**config.mk**
```make
export PLATFORM = sky130hd
export DESIGN_NAME = cpu_alu_dsp_datapath
export DESIGN_NICKNAME = d
export VERILOG_FILES = /design/src/verilog/alu_dsp_pkg.sv /design/src/verilog/cpu_alu_dsp_datapath.sv
export VERILOG_INCLUDE_DIRS = /design/src /design/src/verilog
export SDC_FILE = /design/constraint.sdc
export NUM_CORES = 2
export LEC_CHECK = 0
export BUFFER_PORTS_ARGS = -buffer_cell sky130_fd_sc_hd__buf_2
export CORE_ASPECT_RATIO = 1.2
export CORE_MARGIN = 5
export CORE_UTILIZATION = 48
export DETAILED_ROUTE_END_ITERATION = 10
export HOLD_SLACK_MARGIN = 0.06
export PLACE_DENSITY = 0.62
export SKIP_LAST_GASP = 1
export SLEW_MARGIN = 25
export SYNTH_ARGS = -nofsm -noshare
export SYNTH_HDL_FRONTEND = slang
export SYNTH_SLANG_ARGS = --single-unit
```
**constraint.sdc**
```tcl
create_clock -name pclk -period 24.7 [get_ports pclk]
set_input_delay 1.235 -clock pclk [delete_from_list [all_inputs] [get_ports pclk]]
set_output_delay 1.235 -clock pclk [all_outputs]
set_load 0.01 [all_outputs]
```
**src/verilog/alu_dsp_defines.svh**
```systemverilog
`ifndef ALU_DSP_DEFINES_SVH
`define ALU_DSP_DEFINES_SVH

// ----------------------------------------------------------------
// Register map (byte addresses on APB)
// ----------------------------------------------------------------
`define ADDR_W 8
`define OFS_CTRL 8'h00
`define OFS_STATUS 8'h04
`define OFS_FIRST_ACCUMULATOR_L 8'h08
`define OFS_FIRST_ACCUMULATOR_H 8'h0c
`define OFS_FIRST_ACCUMULATOR_U 8'h10
`define OFS_SECOND_ACCUMULATOR_L 8'h14
`define OFS_SECOND_ACCUMULATOR_H 8'h18
`define OFS_SECOND_ACCUMULATOR_U 8'h1c

// ----------------------------------------------------------------
// Control word fields and reset values
// ----------------------------------------------------------------
`define CTL_FRAC 0
`define CTL_RND 1
`define CTL_CLAMP_MODE 2
`define CTL_MEM_CLAMP 3
`define CTL_B_CLAMP 4
`define CTL_A_CLAMP 5
`define CTL_UNSIGNED 6
`define CTL_W 7
`define CTL_RESET 7'h09
`define STATUS_RESET 5'h00

// ----------------------------------------------------------------
// Datapath constants
// ----------------------------------------------------------------
`define DIV_CYCLES 5'h10
`define SAT_MAX40 40'h7fffffffff
`define SAT_MIN40 40'h8000000000
`define SAT_MAX32 40'h007fffffff
`define SAT_MIN32 40'hff80000000
`define RND_HALF 16'h8000
`define SAT_MAX16 16'h7fff
`define SAT_MIN16 16'h8000
`define LIT_MASK 16'h001f
`define BYTE_MASK 16'h00ff

`endif

```
**src/verilog/alu_dsp_pkg.sv**
```systemverilog
package alu_dsp_pkg;

   typedef enum logic [4:0] {
      OP_ADD = 5'b00000, OP_SUB = 5'b00001, OP_AND = 5'b00010, OP_OR = 5'b00011,
      OP_XOR = 5'b00100, OP_SHL = 5'b00101, OP_SHR = 5'b00110, OP_ASR = 5'b00111,
      OP_MUL_SS = 5'b01000, OP_MUL_UU = 5'b01001, OP_MUL_SU = 5'b01010,
      OP_MUL_US = 5'b01011, OP_MUL_B = 5'b01100,
      OP_DIV_S32 = 5'b01101, OP_DIV_U32 = 5'b01110, OP_DIV_S16 = 5'b01111,
      OP_DIV_U16 = 5'b10000,
      OP_ACC_ZERO = 5'b10001, OP_SQ_DIFF = 5'b10010, OP_SQ_DIFF_ACC = 5'b10011,
      OP_MAC = 5'b10100, OP_PROD_LOAD = 5'b10101, OP_NEG_PROD_LOAD = 5'b10110,
      OP_MULT_SUB = 5'b10111, OP_PREFETCH_WB = 5'b11000,
      OP_ACC_ADD = 5'b11001, OP_ACC_SUB = 5'b11010, OP_ACC_NEG = 5'b11011
   } op_e;

   typedef enum logic {
      ST_IDLE = 1'b0,
      ST_DIV = 1'b1
   } div_state_e;

   typedef struct packed {
      op_e code;
      logic byte_mode;
      logic dest_mem;
      logic lit5;
      logic acc_sel;
      logic wb;
      logic [15:0] x;
      logic [15:0] y;
      logic [15:0] x_hi;
   } op_s;

   typedef struct packed {
      logic dc;
      logic n;
      logic ov;
      logic z;
      logic c;
   } flags_s;

   typedef struct packed {
      logic valid;
      logic dest_mem;
      logic [15:0] lo;
      logic [15:0] hi;
   } result_s;

endpackage : alu_dsp_pkg

```
**src/verilog/cpu_alu_dsp_datapath.sv**
```systemverilog
// What this block does
// - 16-bit ALU doing add, subtract, shifts and bitwise logic.
// - Arithmetic treats operands as two's complement unless defined otherwise.
// - Operations update carry, zero, negative, signed wrap and half carry in status.
// - On subtract, carry is the borrow indicator and half carry the digit borrow.
// - Each ALU operation runs at byte or word width chosen by the instruction.
// - Operands from registers or memory; result may go to either destination.
// - MCU multiplies run on the shared 17x17 signed/unsigned/mixed multiplier.
// - 16x16 all sign mixes, 16 times 5-bit literal, and 8x8 unsigned.
// - Divide 32/16 and 16/16, each signed and unsigned.
// - Quotient goes to quotient register, remainder to remainder register.
// - Divisor any register; 32-bit dividend from aligned pair, high register upper half.
// - Division takes one cycle per divisor bit, same for both dividend sizes.
// - DSP has 17x17 multiplier, shifter, 40-bit adder, two accumulators, round, clamp.
// - DSP work never overlaps other instructions; no instruction uses both the ALU and the DSP.
// - Accumulator add, subtract and negate need no operand beyond accumulators.
// - Control bits pick fractional/integer and signed/unsigned DSP multiply.
// - Round mode bit picks conventional or convergent rounding.
// - Separate clamp enables for each accumulator and memory writes, plus clamp mode.
// - DSP ops: zero, squared difference, accumulate, load, negated load, subtract, keep.
//
// Design decisions made here: the register offsets and the APB register port.
`include "alu_dsp_defines.svh"

module cpu_alu_dsp_datapath (
   input wire logic pclk,
   input wire logic presetn,
   input wire logic psel,
   input wire logic penable,
   input wire logic pwrite,
   input wire logic [`ADDR_W-1:0] paddr,
   input wire logic [31:0] pwdata,
   output logic [31:0] prdata_q,
   output logic pready_q,
   output logic pslverr_q,
   input wire logic op_valid,
   input wire alu_dsp_pkg::op_s op,
   output alu_dsp_pkg::result_s res_q,
   output alu_dsp_pkg::flags_s status_q,
   output logic div_done_q,
   output logic busy_q
);

   // ---------------------------------------------------------------
   // Helpers
   // ---------------------------------------------------------------
   function automatic logic [39:0] sat40(input logic [40:0] v, input logic en,
                                         input logic mode);
      logic [39:0] r;
      r = v[39:0];
      if (en && mode && (v[40] != v[39])) begin
         r = v[40] ? `SAT_MIN40 : `SAT_MAX40;
      end else if (en && !mode && !(&v[40:31]) && (|v[40:31])) begin
         r = v[40] ? `SAT_MIN32 : `SAT_MAX32;
      end
      return r;
   endfunction : sat40

   function automatic logic [31:0] cond_neg(input logic [31:0] v, input logic neg);
      return neg ? 32'(-v) : v;
   endfunction : cond_neg

   function automatic logic [40:0] ext41(input logic [39:0] v);
      return {v[39], v};
   endfunction : ext41

   // Rounds bits 31:16 of an accumulator, optionally clamped to 16 bits
   function automatic logic [15:0] round16(input logic [39:0] a, input logic conv,
                                           input logic sat);
      logic [40:0] s;
      logic [15:0] r;
      logic tie_even;
      tie_even = conv && (a[15:0] == `RND_HALF) && !a[16];
      s = ext41(a) + {25'h0, (tie_even ? 16'h0 : `RND_HALF)};
      r = s[31:16];
      if (sat && !(&s[40:31]) && (|s[40:31])) begin
         r = s[40] ? `SAT_MIN16 : `SAT_MAX16;
      end
      return r;
   endfunction : round16

   // ---------------------------------------------------------------
   // State
   // ---------------------------------------------------------------
   logic [`CTL_W-1:0] ctrl_q;
   logic [39:0] acc_a_q, acc_b_q;
   alu_dsp_pkg::div_state_e div_st_q;
   logic [4:0] div_cnt_q;
   logic [16:0] div_rem_q;
   logic [15:0] div_lo_q, div_den_q;
   logic div_qneg_q, div_rneg_q, div_ovf_q, div_dest_q;

   wire frac_sel = ctrl_q[`CTL_FRAC];
   wire rnd_conv = ctrl_q[`CTL_RND];
   wire clamp_mode = ctrl_q[`CTL_CLAMP_MODE];
   wire mem_clamp = ctrl_q[`CTL_MEM_CLAMP];
   wire uns_sel = ctrl_q[`CTL_UNSIGNED];

   // ---------------------------------------------------------------
   // APB decode
   // ---------------------------------------------------------------
   wire hit_ctrl = paddr == `OFS_CTRL;
   wire hit_stat = paddr == `OFS_STATUS;
   wire hit_aal = paddr == `OFS_FIRST_ACCUMULATOR_L;
   wire hit_aah = paddr == `OFS_FIRST_ACCUMULATOR_H;
   wire hit_aau = paddr == `OFS_FIRST_ACCUMULATOR_U;
   wire hit_abl = paddr == `OFS_SECOND_ACCUMULATOR_L;
   wire hit_abh = paddr == `OFS_SECOND_ACCUMULATOR_H;
   wire hit_abu = paddr == `OFS_SECOND_ACCUMULATOR_U;
   wire hit_any = hit_ctrl | hit_stat | hit_aal | hit_aah | hit_aau | hit_abl | hit_abh
                  | hit_abu;
   wire apb_access = psel & penable;
   wire apb_done = apb_access & pready_q;
   wire apb_wr = apb_done & pwrite & hit_any;
   wire [31:0] rd_data =
      hit_ctrl ? {25'h0, ctrl_q} :
      hit_stat ? {27'h0, status_q} :
      hit_aal ? {16'h0, acc_a_q[15:0]} :
      hit_aah ? {16'h0, acc_a_q[31:16]} :
      hit_aau ? {16'h0, {8{acc_a_q[39]}}, acc_a_q[39:32]} :
      hit_abl ? {16'h0, acc_b_q[15:0]} :
      hit_abh ? {16'h0, acc_b_q[31:16]} :
      hit_abu ? {16'h0, {8{acc_b_q[39]}}, acc_b_q[39:32]} : 32'h0;

   // ---------------------------------------------------------------
   // Issue and op classes
   // ---------------------------------------------------------------
   wire issue = op_valid && (div_st_q == alu_dsp_pkg::ST_IDLE);
   wire is_sub = op.code == alu_dsp_pkg::OP_SUB;
   wire is_arith = (op.code == alu_dsp_pkg::OP_ADD) || is_sub;
   wire is_logic = (op.code == alu_dsp_pkg::OP_AND) || (op.code == alu_dsp_pkg::OP_OR)
                   || (op.code == alu_dsp_pkg::OP_XOR);
   wire is_shift = (op.code == alu_dsp_pkg::OP_SHL) || (op.code == alu_dsp_pkg::OP_SHR)
                   || (op.code == alu_dsp_pkg::OP_ASR);
   wire is_mul = (op.code >= alu_dsp_pkg::OP_MUL_SS) && (op.code <= alu_dsp_pkg::OP_MUL_B);
   wire is_div = (op.code >= alu_dsp_pkg::OP_DIV_S32) && (op.code <= alu_dsp_pkg::OP_DIV_U16);
   wire is_dsp = op.code >= alu_dsp_pkg::OP_ACC_ZERO;
   wire is_sq = (op.code == alu_dsp_pkg::OP_SQ_DIFF)
                || (op.code == alu_dsp_pkg::OP_SQ_DIFF_ACC);
   wire can_wb = (op.code == alu_dsp_pkg::OP_ACC_ZERO) || (op.code == alu_dsp_pkg::OP_MAC)
                 || (op.code == alu_dsp_pkg::OP_PREFETCH_WB)
                 || (op.code == alu_dsp_pkg::OP_MULT_SUB);

   // ---------------------------------------------------------------
   // Integer ALU
   // ---------------------------------------------------------------
   wire [15:0] b_eff = is_sub ? ~op.y : op.y;
   wire cin = is_sub;
   wire [16:0] sum17 = {1'b0, op.x} + {1'b0, b_eff} + {16'h0, cin};
   wire [8:0] sum9 = {1'b0, op.x[7:0]} + {1'b0, b_eff[7:0]} + {8'h0, cin};
   wire [4:0] sum5 = {1'b0, op.x[3:0]} + {1'b0, b_eff[3:0]} + {4'h0, cin};
   wire [15:0] sh_in = op.byte_mode ?
      {((op.code == alu_dsp_pkg::OP_ASR) && op.x[7]) ? 8'hff : 8'h00, op.x[7:0]} : op.x;
   wire [16:0] shl17 = 17'({1'b0, sh_in} << op.y[3:0]);
   wire [17:0] shr_src = {(op.code == alu_dsp_pkg::OP_ASR) & sh_in[15], sh_in, 1'b0};
   wire [17:0] shr18 = 18'($signed(shr_src) >>> op.y[3:0]);

   logic [15:0] alu_r, alu_out;
   logic alu_c, alu_ov;
   always_comb begin
      alu_c = 1'b0;
      alu_ov = 1'b0;
      case (op.code)
         alu_dsp_pkg::OP_ADD, alu_dsp_pkg::OP_SUB: begin
            alu_r = sum17[15:0];
            alu_c = op.byte_mode ? sum9[8] : sum17[16];
            alu_ov = op.byte_mode ?
               (op.x[7] == b_eff[7]) && (sum9[7] != op.x[7]) :
               (op.x[15] == b_eff[15]) && (sum17[15] != op.x[15]);
         end
         alu_dsp_pkg::OP_AND: alu_r = op.x & op.y;
         alu_dsp_pkg::OP_OR: alu_r = op.x | op.y;
         alu_dsp_pkg::OP_XOR: alu_r = op.x ^ op.y;
         alu_dsp_pkg::OP_SHL: begin
            alu_r = shl17[15:0];
            alu_c = op.byte_mode ? shl17[8] : shl17[16];
         end
         alu_dsp_pkg::OP_SHR, alu_dsp_pkg::OP_ASR: begin
            alu_r = shr18[16:1];
            alu_c = shr18[0];
         end
         default: alu_r = 16'h0;
      endcase
      // Byte ops leave the upper byte of the first operand untouched
      alu_out = op.byte_mode ? {op.x[15:8], alu_r[7:0]} : alu_r;
   end

   wire alu_z = op.byte_mode ? (alu_r[7:0] == 8'h00) : (alu_r == 16'h0);
   wire alu_n = op.byte_mode ? alu_r[7] : alu_r[15];
   wire alu_dc = sum5[4];

   // ---------------------------------------------------------------
   // Shared 17x17 multiplier
   // ---------------------------------------------------------------
   wire [16:0] sq_diff = 17'({op.x[15], op.x} - {op.y[15], op.y});
   logic [16:0] mx, my;
   logic [15:0] my_raw;
   always_comb begin
      my_raw = op.lit5 ? (op.y & `LIT_MASK) : op.y;
      case (op.code)
         alu_dsp_pkg::OP_MUL_SS: begin
            mx = {op.x[15], op.x};
            my = {my_raw[15], my_raw};
         end
         alu_dsp_pkg::OP_MUL_SU: begin
            mx = {op.x[15], op.x};
            my = {1'b0, my_raw};
         end
         alu_dsp_pkg::OP_MUL_US: begin
            mx = {1'b0, op.x};
            my = {my_raw[15], my_raw};
         end
         alu_dsp_pkg::OP_MUL_B: begin
            mx = {1'b0, op.x & `BYTE_MASK};
            my = {1'b0, op.y & `BYTE_MASK};
         end
         alu_dsp_pkg::OP_SQ_DIFF, alu_dsp_pkg::OP_SQ_DIFF_ACC: begin
            mx = sq_diff;
            my = sq_diff;
         end
         default: begin
            if (is_dsp && !uns_sel) begin
               mx = {op.x[15], op.x};
               my = {op.y[15], op.y};
            end else begin
               mx = {1'b0, op.x};
               my = {1'b0, my_raw};
            end
         end
      endcase
   end
   wire [33:0] prod = 34'($signed(mx) * $signed(my));
   wire [39:0] prod_ext = {{6{prod[33]}}, prod};
   wire [39:0] prod40 = frac_sel ? {prod_ext[38:0], 1'b0} : prod_ext;

   // ---------------------------------------------------------------
   // DSP 40-bit adder and accumulator update
   // ---------------------------------------------------------------
   wire [39:0] acc_cur = op.acc_sel ? acc_b_q : acc_a_q;
   wire [39:0] acc_oth = op.acc_sel ? acc_a_q : acc_b_q;
   logic [40:0] d_lhs, d_rhs;
   logic d_sub;
   always_comb begin
      d_lhs = 41'h0;
      d_rhs = 41'h0;
      d_sub = 1'b0;
      case (op.code)
         alu_dsp_pkg::OP_SQ_DIFF, alu_dsp_pkg::OP_PROD_LOAD: d_rhs = ext41(prod40);
         alu_dsp_pkg::OP_SQ_DIFF_ACC, alu_dsp_pkg::OP_MAC: begin
            d_lhs = ext41(acc_cur);
            d_rhs = ext41(prod40);
         end
         alu_dsp_pkg::OP_NEG_PROD_LOAD: begin
            d_rhs = ext41(prod40);
            d_sub = 1'b1;
         end
         alu_dsp_pkg::OP_MULT_SUB: begin
            d_lhs = ext41(acc_cur);
            d_rhs = ext41(prod40);
            d_sub = 1'b1;
         end
         alu_dsp_pkg::OP_PREFETCH_WB: d_lhs = ext41(acc_cur);
         alu_dsp_pkg::OP_ACC_ADD: begin
            d_lhs = ext41(acc_cur);
            d_rhs = ext41(acc_oth);
         end
         alu_dsp_pkg::OP_ACC_SUB: begin
            d_lhs = ext41(acc_cur);
            d_rhs = ext41(acc_oth);
            d_sub = 1'b1;
         end
         alu_dsp_pkg::OP_ACC_NEG: begin
            d_rhs = ext41(acc_cur);
            d_sub = 1'b1;
         end
         default: d_lhs = 41'h0;
      endcase
   end
   wire [40:0] d_sum = d_sub ? 41'(d_lhs - d_rhs) : 41'(d_lhs + d_rhs);
   wire clamp_en = op.acc_sel ? ctrl_q[`CTL_B_CLAMP] : ctrl_q[`CTL_A_CLAMP];
   wire [39:0] acc_new = sat40(d_sum, clamp_en, clamp_mode);
   wire [15:0] wb_word = round16(acc_oth, rnd_conv, mem_clamp);

   // ---------------------------------------------------------------
   // Divider setup and iteration
   // ---------------------------------------------------------------
   wire div_signed = (op.code == alu_dsp_pkg::OP_DIV_S32)
                     || (op.code == alu_dsp_pkg::OP_DIV_S16);
   wire div_long = (op.code == alu_dsp_pkg::OP_DIV_S32)
                   || (op.code == alu_dsp_pkg::OP_DIV_U32);
   // Upper half of a long dividend comes from the higher register of the pair
   wire [31:0] dvd_raw = div_long ? {op.x_hi, op.x}
                         : {div_signed ? {16{op.x[15]}} : 16'h0, op.x};
   wire dvd_neg = div_signed & dvd_raw[31];
   wire den_neg = div_signed & op.y[15];
   wire [31:0] dvd_mag = cond_neg(dvd_raw, dvd_neg);
   wire [31:0] den_mag32 = cond_neg({16'h0, op.y}, den_neg);
   wire [15:0] den_mag = den_mag32[15:0];
   wire div_ovf = (den_mag == 16'h0) || (dvd_mag[31:16] >= den_mag);

   wire [16:0] div_t = {div_rem_q[15:0], div_lo_q[15]};
   wire div_ge = div_t >= {1'b0, div_den_q};
   wire [16:0] div_rem_n = div_ge ? 17'(div_t - {1'b0, div_den_q}) : div_t;
   wire [15:0] div_lo_n = {div_lo_q[14:0], div_ge};
   wire div_last = (div_st_q == alu_dsp_pkg::ST_DIV) && (div_cnt_q == 5'h01);
   wire [31:0] quo32 = cond_neg({16'h0, div_lo_n}, div_qneg_q);
   wire [31:0] rem32 = cond_neg({16'h0, div_rem_n[15:0]}, div_rneg_q);

   // ---------------------------------------------------------------
   // Status word next value
   // ---------------------------------------------------------------
   alu_dsp_pkg::flags_s st_d;
   always_comb begin
      st_d = status_q;
      if (apb_wr && hit_stat) begin
         st_d = alu_dsp_pkg::flags_s'(pwdata[4:0]);
      end
      // Hardware update wins over a software write in the same cycle
      if (issue && (is_arith || is_logic || is_shift)) begin
         st_d.z = alu_z;
         st_d.n = alu_n;
      end
      if (issue && (is_arith || is_shift)) begin
         st_d.c = alu_c;
      end
      if (issue && is_arith) begin
         st_d.ov = alu_ov;
         st_d.dc = alu_dc;
      end
      if (div_last) begin
         st_d.z = quo32[15:0] == 16'h0;
         st_d.n = quo32[15];
         st_d.ov = div_ovf_q;
      end
   end

   // ---------------------------------------------------------------
   // APB slave
   // ---------------------------------------------------------------
   always_ff @(posedge pclk or negedge presetn) begin
      if (!presetn) begin
         pready_q <= 1'b0;
         prdata_q <= 32'h0;
         pslverr_q <= 1'b0;
      end else begin
         pready_q <= apb_access & ~pready_q;
         prdata_q <= (apb_access & ~pready_q & ~pwrite) ? rd_data : 32'h0;
         pslverr_q <= apb_access & ~pready_q & ~hit_any;
      end
   end

   always_ff @(posedge pclk or negedge presetn) begin
      if (!presetn) begin
         ctrl_q <= `CTL_RESET;
         status_q <= `STATUS_RESET;
      end else begin
         if (apb_wr && hit_ctrl) begin
            ctrl_q <= pwdata[`CTL_W-1:0];
         end
         status_q <= st_d;
      end
   end

   // ---------------------------------------------------------------
   // Accumulators
   // ---------------------------------------------------------------
   always_ff @(posedge pclk or negedge presetn) begin
      if (!presetn) begin
         acc_a_q <= 40'h0;
         acc_b_q <= 40'h0;
      end else if (issue && is_dsp && !op.acc_sel) begin
         acc_a_q <= acc_new;
      end else if (issue && is_dsp && op.acc_sel) begin
         acc_b_q <= acc_new;
      end
   end

   // ---------------------------------------------------------------
   // Divider sequencer
   // ---------------------------------------------------------------
   always_ff @(posedge pclk or negedge presetn) begin
      if (!presetn) begin
         div_st_q <= alu_dsp_pkg::ST_IDLE;
         div_cnt_q <= 5'h0;
         div_rem_q <= 17'h0;
         div_lo_q <= 16'h0;
         div_den_q <= 16'h0;
         div_qneg_q <= 1'b0;
         div_rneg_q <= 1'b0;
         div_ovf_q <= 1'b0;
         div_dest_q <= 1'b0;
      end else begin
         case (div_st_q)
            alu_dsp_pkg::ST_IDLE: begin
               if (issue && is_div) begin
                  div_st_q <= alu_dsp_pkg::ST_DIV;
                  div_cnt_q <= `DIV_CYCLES;
                  div_rem_q <= {1'b0, dvd_mag[31:16]};
                  div_lo_q <= dvd_mag[15:0];
                  div_den_q <= den_mag;
                  div_qneg_q <= dvd_neg ^ den_neg;
                  div_rneg_q <= dvd_neg;
                  div_ovf_q <= div_ovf;
                  div_dest_q <= op.dest_mem;
               end
            end
            alu_dsp_pkg::ST_DIV: begin
               div_rem_q <= div_rem_n;
               div_lo_q <= div_lo_n;
               div_cnt_q <= 5'(div_cnt_q - 5'h01);
               if (div_last) begin
                  div_st_q <= alu_dsp_pkg::ST_IDLE;
               end
            end
            default: div_st_q <= alu_dsp_pkg::ST_IDLE;
         endcase
      end
   end

   // ---------------------------------------------------------------
   // Result port
   // ---------------------------------------------------------------
   always_ff @(posedge pclk or negedge presetn) begin
      if (!presetn) begin
         res_q <= '0;
         div_done_q <= 1'b0;
         busy_q <= 1'b0;
      end else begin
         busy_q <= (div_st_q == alu_dsp_pkg::ST_DIV) ? !div_last : (issue && is_div);
         div_done_q <= div_last;
         res_q.valid <= 1'b0;
         if (div_last) begin
            res_q <= '{valid: 1'b1, dest_mem: div_dest_q,
                       lo: quo32[15:0], hi: rem32[15:0]};
         end else if (issue && (is_arith || is_logic || is_shift)) begin
            res_q <= '{valid: 1'b1, dest_mem: op.dest_mem,
                       lo: alu_out, hi: 16'h0};
         end else if (issue && is_mul) begin
            res_q <= '{valid: 1'b1, dest_mem: op.dest_mem,
                       lo: prod[15:0], hi: prod[31:16]};
         end else if (issue && is_dsp && op.wb && can_wb) begin
            res_q <= '{valid: 1'b1, dest_mem: 1'b1, lo: wb_word, hi: 16'h0};
         end
      end
   end

   // Squared difference forms its own 17-bit difference (sq_diff) ahead of the multiplier
   wire unused_sq = is_sq;

endmodule : cpu_alu_dsp_datapath

```
Word-level counts from Yosys, hierarchy flattened
Cells that the tools add are included.
{ "totals": {"reg_bits": 204, "latch_bits": 0, "mem_bits_rw": 0, "romBits": 0, "elab_cells": 264, "memories": 0} }
{ "op_classes": {"n_addsub": 16, "n_mul": 1, "div_mod_pow": 0, "magnitude_cmp": 7, "eq_ne": 40, "n_shift": 2, "muxes": 69, "n_bitwise": 27, "reduce_logical": 76} }
{ "ops": {"columns": ["operator", "n"], "rows": [
  ["$mux 16", 23],
  ["$mux 40", 6],
  ["$mux 34", 5],
  ["$pmux 17 s4", 2],
  ["$pmux 41 s3", 1],
  ["$pmux 16 s6", 1],
  ["$mux 41", 2],
  ["$mux 32", 2],
  ["$pmux 16 s2", 2],
  ["$eq 5x5->1 const B", 11],
  ["$logic_not 16->1", 3],
  ["$neg 16->16", 3],
  ["$add 40x17->41", 1],
  ["$add 41x41->41", 1],
  ["$sub 41x41->41", 1],
  ["$eq 5x4->1 const B", 7],
  ["$mul 17x17->34", 1],
  ["$mux 17", 2],
  ["$eq 8x5->1 const B", 4],
  ["$neg 32->32", 1],
  ["$logic_and 1x1->1", 29],
  ["$eq 5x3->1 const B", 4],
  ["$reduce_and 10->1", 2],
  ["$reduce_or 10->1", 2],
  ["other kinds (51)", 122]
]} }

Depth between registers and ports, before layout
{ "depth": {"ltp_word": 15, "ltp_mapped": 64} }

Worst setup path before layout
OpenSTA, ideal clock, no wires.
{ "synth_timing": {"path_type": "input to register", "start": "input port op[17] (netlist name)", "end": "register acc_b_q[10]", "t_arrival_ps": 15088, "required_ps": 24576, "slack_ps": 9488, "stages": 60, "cell_sequence": "inv_1 buf_1 clkbuf_1 ha_1 o21bai_1 a21oi_1 o21bai_1 a21oi_1 o21bai_1 a211oi_1 o41ai_1 a21oi_1 o21bai_1 xor2_1 a2bb2oi_1 clkbuf_1 nor2_1 fa_1 [... 24 more ...] o21ai_0 and3_1 a211o_1 and3_1 o21ai_0 o21ai_0 nand4bb_4 buf_6 inv_1 ha_1 inv_1 or3_1 or4_1 nand3_2 nand2_1 a21oi_2 buf_2 a21oi_1"} }
{ "synth_via": {"elab_chain_len": 14, "elab_cells_between_ends": 22, "classes_between": "add/sub (3); mul (1); eq/ne (1); mux (11); reduce/logical (6)"} }
{ "synth_rtl": {"columns": ["element", "line_no", "text"], "rows": [
  ["start: declaration", "cpu_alu_dsp_datapath.sv:37", "input wire alu_dsp_pkg::op_s op,"],
  ["parallel branches: the longest is 3 deep, another holds $sub 16x16->17", null, null],
  ["$mul 17x17->34 (*)", "cpu_alu_dsp_datapath.sv:232", "wire [33:0] prod = 34'($signed(mx) * $signed(my));"],
  ["$mux 34", "cpu_alu_dsp_datapath.sv:234", "wire [39:0] prod40 = frac_sel ? {prod_ext[38:0], 1'b0} : prod_ext;"],
  ["$pmux 41 s3 (*)", "cpu_alu_dsp_datapath.sv:247", "case (op.code)"],
  ["$add 41x41->41 / $sub 41x41->41 (equally long branches)", "cpu_alu_dsp_datapath.sv:279", "wire [40:0] d_sum = d_sub ? 41'(d_lhs - d_rhs) : 41'(d_lhs + d_rhs);"],
  ["$mux 41 (*)", "cpu_alu_dsp_datapath.sv:279", null],
  ["$reduce_and 10->1", "cpu_alu_dsp_datapath.sv:53", "end else if (en && !mode && !(&v[40:31]) && (|v[40:31])) begin"],
  ["$logic_not 1->1", "cpu_alu_dsp_datapath.sv:53", null],
  ["$logic_and 1x1->1 (2 in series)", "cpu_alu_dsp_datapath.sv:53", null],
  ["$mux 40", "cpu_alu_dsp_datapath.sv:53", null],
  ["$mux 40 (*)", "cpu_alu_dsp_datapath.sv:51", "if (en && mode && (v[40] != v[39])) begin"],
  ["end signal: assignment", "cpu_alu_dsp_datapath.sv:374", "acc_b_q <= acc_new;"],
  ["end: declaration", "cpu_alu_dsp_datapath.sv:86", "logic [39:0] acc_a_q, acc_b_q;"]
]} }
Mark *: on every way between the ends.
A chain may end at the register's enable or synchronous reset.

Final worst setup path
{ "layout_timing": {"start": "input port op[19] (netlist name)", "end": "register acc_a_q[27]"} }
{ "layout_via": {"elab_chain_len": 14, "elab_cells_between_ends": 22, "classes_between": "add/sub (3); mul (1); eq/ne (1); mux (11); reduce/logical (6)"} }
{ "layout_rtl": {"columns": ["element", "line_no", "text"], "rows": [
  ["parallel branches: the longest is 3 deep, another holds $sub 16x16->17", null, null],
  ["$mul 17x17->34 (*)", "cpu_alu_dsp_datapath.sv:232", null],
  ["$mux 34", "cpu_alu_dsp_datapath.sv:234", null],
  ["$pmux 41 s3 (*)", "cpu_alu_dsp_datapath.sv:247", null],
  ["$add 41x41->41 / $sub 41x41->41 (equally long branches)", "cpu_alu_dsp_datapath.sv:279", null],
  ["$mux 41 (*)", "cpu_alu_dsp_datapath.sv:279", null],
  ["$reduce_and 10->1", "cpu_alu_dsp_datapath.sv:53", null],
  ["$logic_not 1->1", "cpu_alu_dsp_datapath.sv:53", null],
  ["$logic_and 1x1->1 (2 in series)", "cpu_alu_dsp_datapath.sv:53", null],
  ["$mux 40", "cpu_alu_dsp_datapath.sv:53", null],
  ["$mux 40 (*)", "cpu_alu_dsp_datapath.sv:51", null],
  ["end signal: assignment", "cpu_alu_dsp_datapath.sv:372", "acc_a_q <= acc_new;"],
  ["end: declaration", "cpu_alu_dsp_datapath.sv:86", null]
]} }
Marked as above.

==> flow_summary.json <==
{
  "clock_latency_ps": 570,
  "remaining_drc_errors": 0,
  "reg2regPathDepth": 46,
  "syn_inst": 4541,
  "die_w_um": 258.7,
  "dr.pass1.iters": 9,
  "drt_iter0_drc": 3985,
  "hold_path.class": "flop to flop",
  "antenna_found_initial": 4,
  "grt_max_degree": 80,
  "fin_skew_ps": 20.83,
  "min_path_cells": 2,
  "max_clock_freq_mhz": 54.21,
  "cts_resized": 0,
  "period_needed_ps": 18450,
  "fillers": 7287,
  "dieArea_mm2": 0.07980,
  "cts_hold_buf": 0,
  "reg2reg_from": "ctrl_q[6]",
  "synth-edff-count": 0,
  "cp.required_ps": 25100,
  "tns_ps": 0,
  "clock_tree.root_cell": "clkbuf_16",
  "place.gp.congestion": 1.057,
  "cp_slowest_cell": "fa_1",
  "r2r-end": "acc_a_q[27]",
  "setup_viol": 0,
  "ys_ff_latch": 203,
  "drive_gt1_share_pct": 8.406,
  "tightest_slew_ps": 1141,
  "synth_ff_type": "dfrtp_1",
  "syn_area_per_cell_um2": 7.847,
  "final-seq-area_mm2": 0.005082,
  "coreArea_mm2": 0.07365,
  "synth.distinct_cells": 105,
  "ys_async_sr_fraction_pct": 100.0,
  "finalCritPeriodShare_pct": 74.68,
  "top_level_ports": 179,
  "relSlewSlack_pct": 23.39,
  "hp-start": "div_den_q[12]",
  "routed_wl_um": 144700,
  "outcome": "complete, no violations",
  "hold_end": "div_den_q[12]",
  "cp-start-kind": "input port",
  "ys_warn_count": 0,
  "yosysSeqAreaShare_pct": 14.26,
  "hpwl_um": 115000,
  "htree_levels": 1,
  "critPathMaxStageDelay_ps": 1010,
  "gr-usage-all-layers_pct": 35.37,
  "crit_fanout": 41,
  "final_common_cell": "nor2_1",
  "maxCapViolCount": 0,
  "synthesis.area_mm2": 0.03563,
  "cts_tree": "yes",
  "regToRegSetupSlack_ps": 9090,
  "clk_pin_slew_ps": 60,
  "cts.sinks": 203,
  "finalHoldViolCount": 0,
  "rsz0062_at_grt": "false",
  "multi_input_area_mm2": 0.02789,
  "critPathKind": "input port to flop",
  "area_delta_synth_final_pct": 5.762,
  "grt_pass1_vias": 33846,
  "ant_nets": 0,
  "std_cell_rows": 109,
  "cp-end-kind": "flop",
  "path_buf_inv": 8,
  "overflow": 0,
  "critPathArrivalTime_ps": 18840,
  "port_buffers": 137,
  "slew_violations": 0,
  "drt-wirelength-per-cell_um": 26.58,
  "grt_pass1_wl_um": 216500,
  "final_nets": 5116,
  "start_util_pct": 48.38,
  "cts_setup_buffers": 0,
  "final_cell_mix": "488 x nor2_1, 448 x nand2_1, 406 x inv_1, 316 x a21oi_1, 301 x fa_1",
  "cts_buffers": 23,
  "cpLargestDelayFamily": "compound AO/OA/AOI/OAI gates",
  "vias_per_cell": 6.430,
  "die_h_um": 308.5,
  "cpMostUsedCell": "a21oi_1",
  "cts_buffer_depth": 3,
  "vias": 34996
}
-- worst min-delay path, stage by stage, from the launching register on --
cell and delay, ps:
dfrtp_1 340, nand2_1 50, o21ai_0 60
-- sequential cells by signal (all words and copies together), names as in the netlist, 5 cells and up --
register and flops:
acc_a_q 40, acc_b_q 40, res_q 34, div_den_q 16
div_lo_q 16, div_rem_q 16, prdata_q 16, ctrl_q 7
div_cnt_q 5, status_q 5
-- cells by family after synthesis --
logic type	after synthesis	synth area share, %
AO/OA/AOI/OAI	1255	23.69
XOR/XNOR	235	5.829
adder cells (fa/ha/maj)	531	24.99
buffers and inverters	716	7.964
flip-flops	203	14.26
multiplexers	134	4.017
other	1	0.01052
AND/OR/NAND/NOR	1466	19.24
-- per-layer routing --
layer,vias to the layer above,share of wire (%),GRT usage (%)
met3,484,7.9,4.896
met4,4,9.3,24.75
li1,15786,-,-
met5,-,0.015,0
met1,16882,38,44.01
met2,1840,45,56.90
-- Yosys cell counts, drive strengths merged (24+ instances only) --
| cell type | instances | area [um2] |
|---|---|---|
| nor2 | 491 | 1846 |
| nand2 | 448 | 1682 |
| inv | 407 | 1528 |
| a21oi | 322 | 1630 |
| fa | 301 | 6026 |
| o21ai | 275 | 1384 |
| ha | 230 | 2878 |
| clkbuf | 228 | 859.6 |
| dfrtp | 201 | 5030 |
| xnor2 | 165 | 1464 |
| mux2i | 98 | 980.9 |
| nand3 | 89 | 450.4 |
| nor3 | 81 | 405.4 |
| buf | 77 | 435.4 |
| a21o | 73 | 548.0 |
| xor2 | 70 | 613.1 |
| a221oi | 55 | 488.0 |
| nand2b | 54 | 337.8 |
| a22oi | 48 | 360.4 |
| and3 | 45 | 281.5 |
| or3 | 44 | 275.3 |
| a31oi | 40 | 256.5 |
| o31ai | 36 | 275.3 |
| a211oi | 35 | 262.8 |
| o221ai | 35 | 306.5 |
| or2 | 33 | 206.5 |
| a221o | 32 | 320.3 |
| mux2 | 32 | 360.4 |
| nand4 | 31 | 206.4 |
| nor2b | 30 | 195.2 |
| o22ai | 30 | 187.7 |
| o211ai | 27 | 202.7 |
| o21a | 25 | 187.7 |
| nor4 | 24 | 180.2 |
-- stage by stage --
step           hold slack [ps]  cells  utilization [%]  setup WS [ps]  instance area (um2)
2_1_floorplan            445.5   4556                -           9488                35690
3_3_place_gp             462.8   5398            50.06           6051                36870
3_5_place_dp             473.7   5398            50.07           5927                36880
4_1_cts                  488.0   5439            51.10           6463                37630
5_1_grt                  508.6   5440            51.16           5367                37680
6_report                 483.0   5443            51.17           6254                37680
-- layout make-up --
type	count	share of cell area, %
Multi-Input combinational cell	3637	74.01
Antenna cell	3	0.01992
Sequential cell	203	13.49
Clock inverter	14	0.4084
Tap cell	943	3.131
Timing Repair Buffer	205	3.257
Clock buffer	27	1.594
Inverter	411	4.094
-- worst max-delay path by stage --
stage                      start     endpoint  cells after the start
after floorplan           op[17]  acc_b_q[10]                     60
after global placement    op[19]   acc_a_q[7]                     55
after detailed placement  op[19]  acc_a_q[27]                     55
after CTS                 op[19]  acc_a_q[27]                     55
after global routing      op[19]  acc_a_q[27]                     55
final                     op[19]  acc_a_q[27]                     55
Power is left out: the tool's default activity adds up to more than one toggle a clock period on the data nets, which glitch-free logic cannot reach.
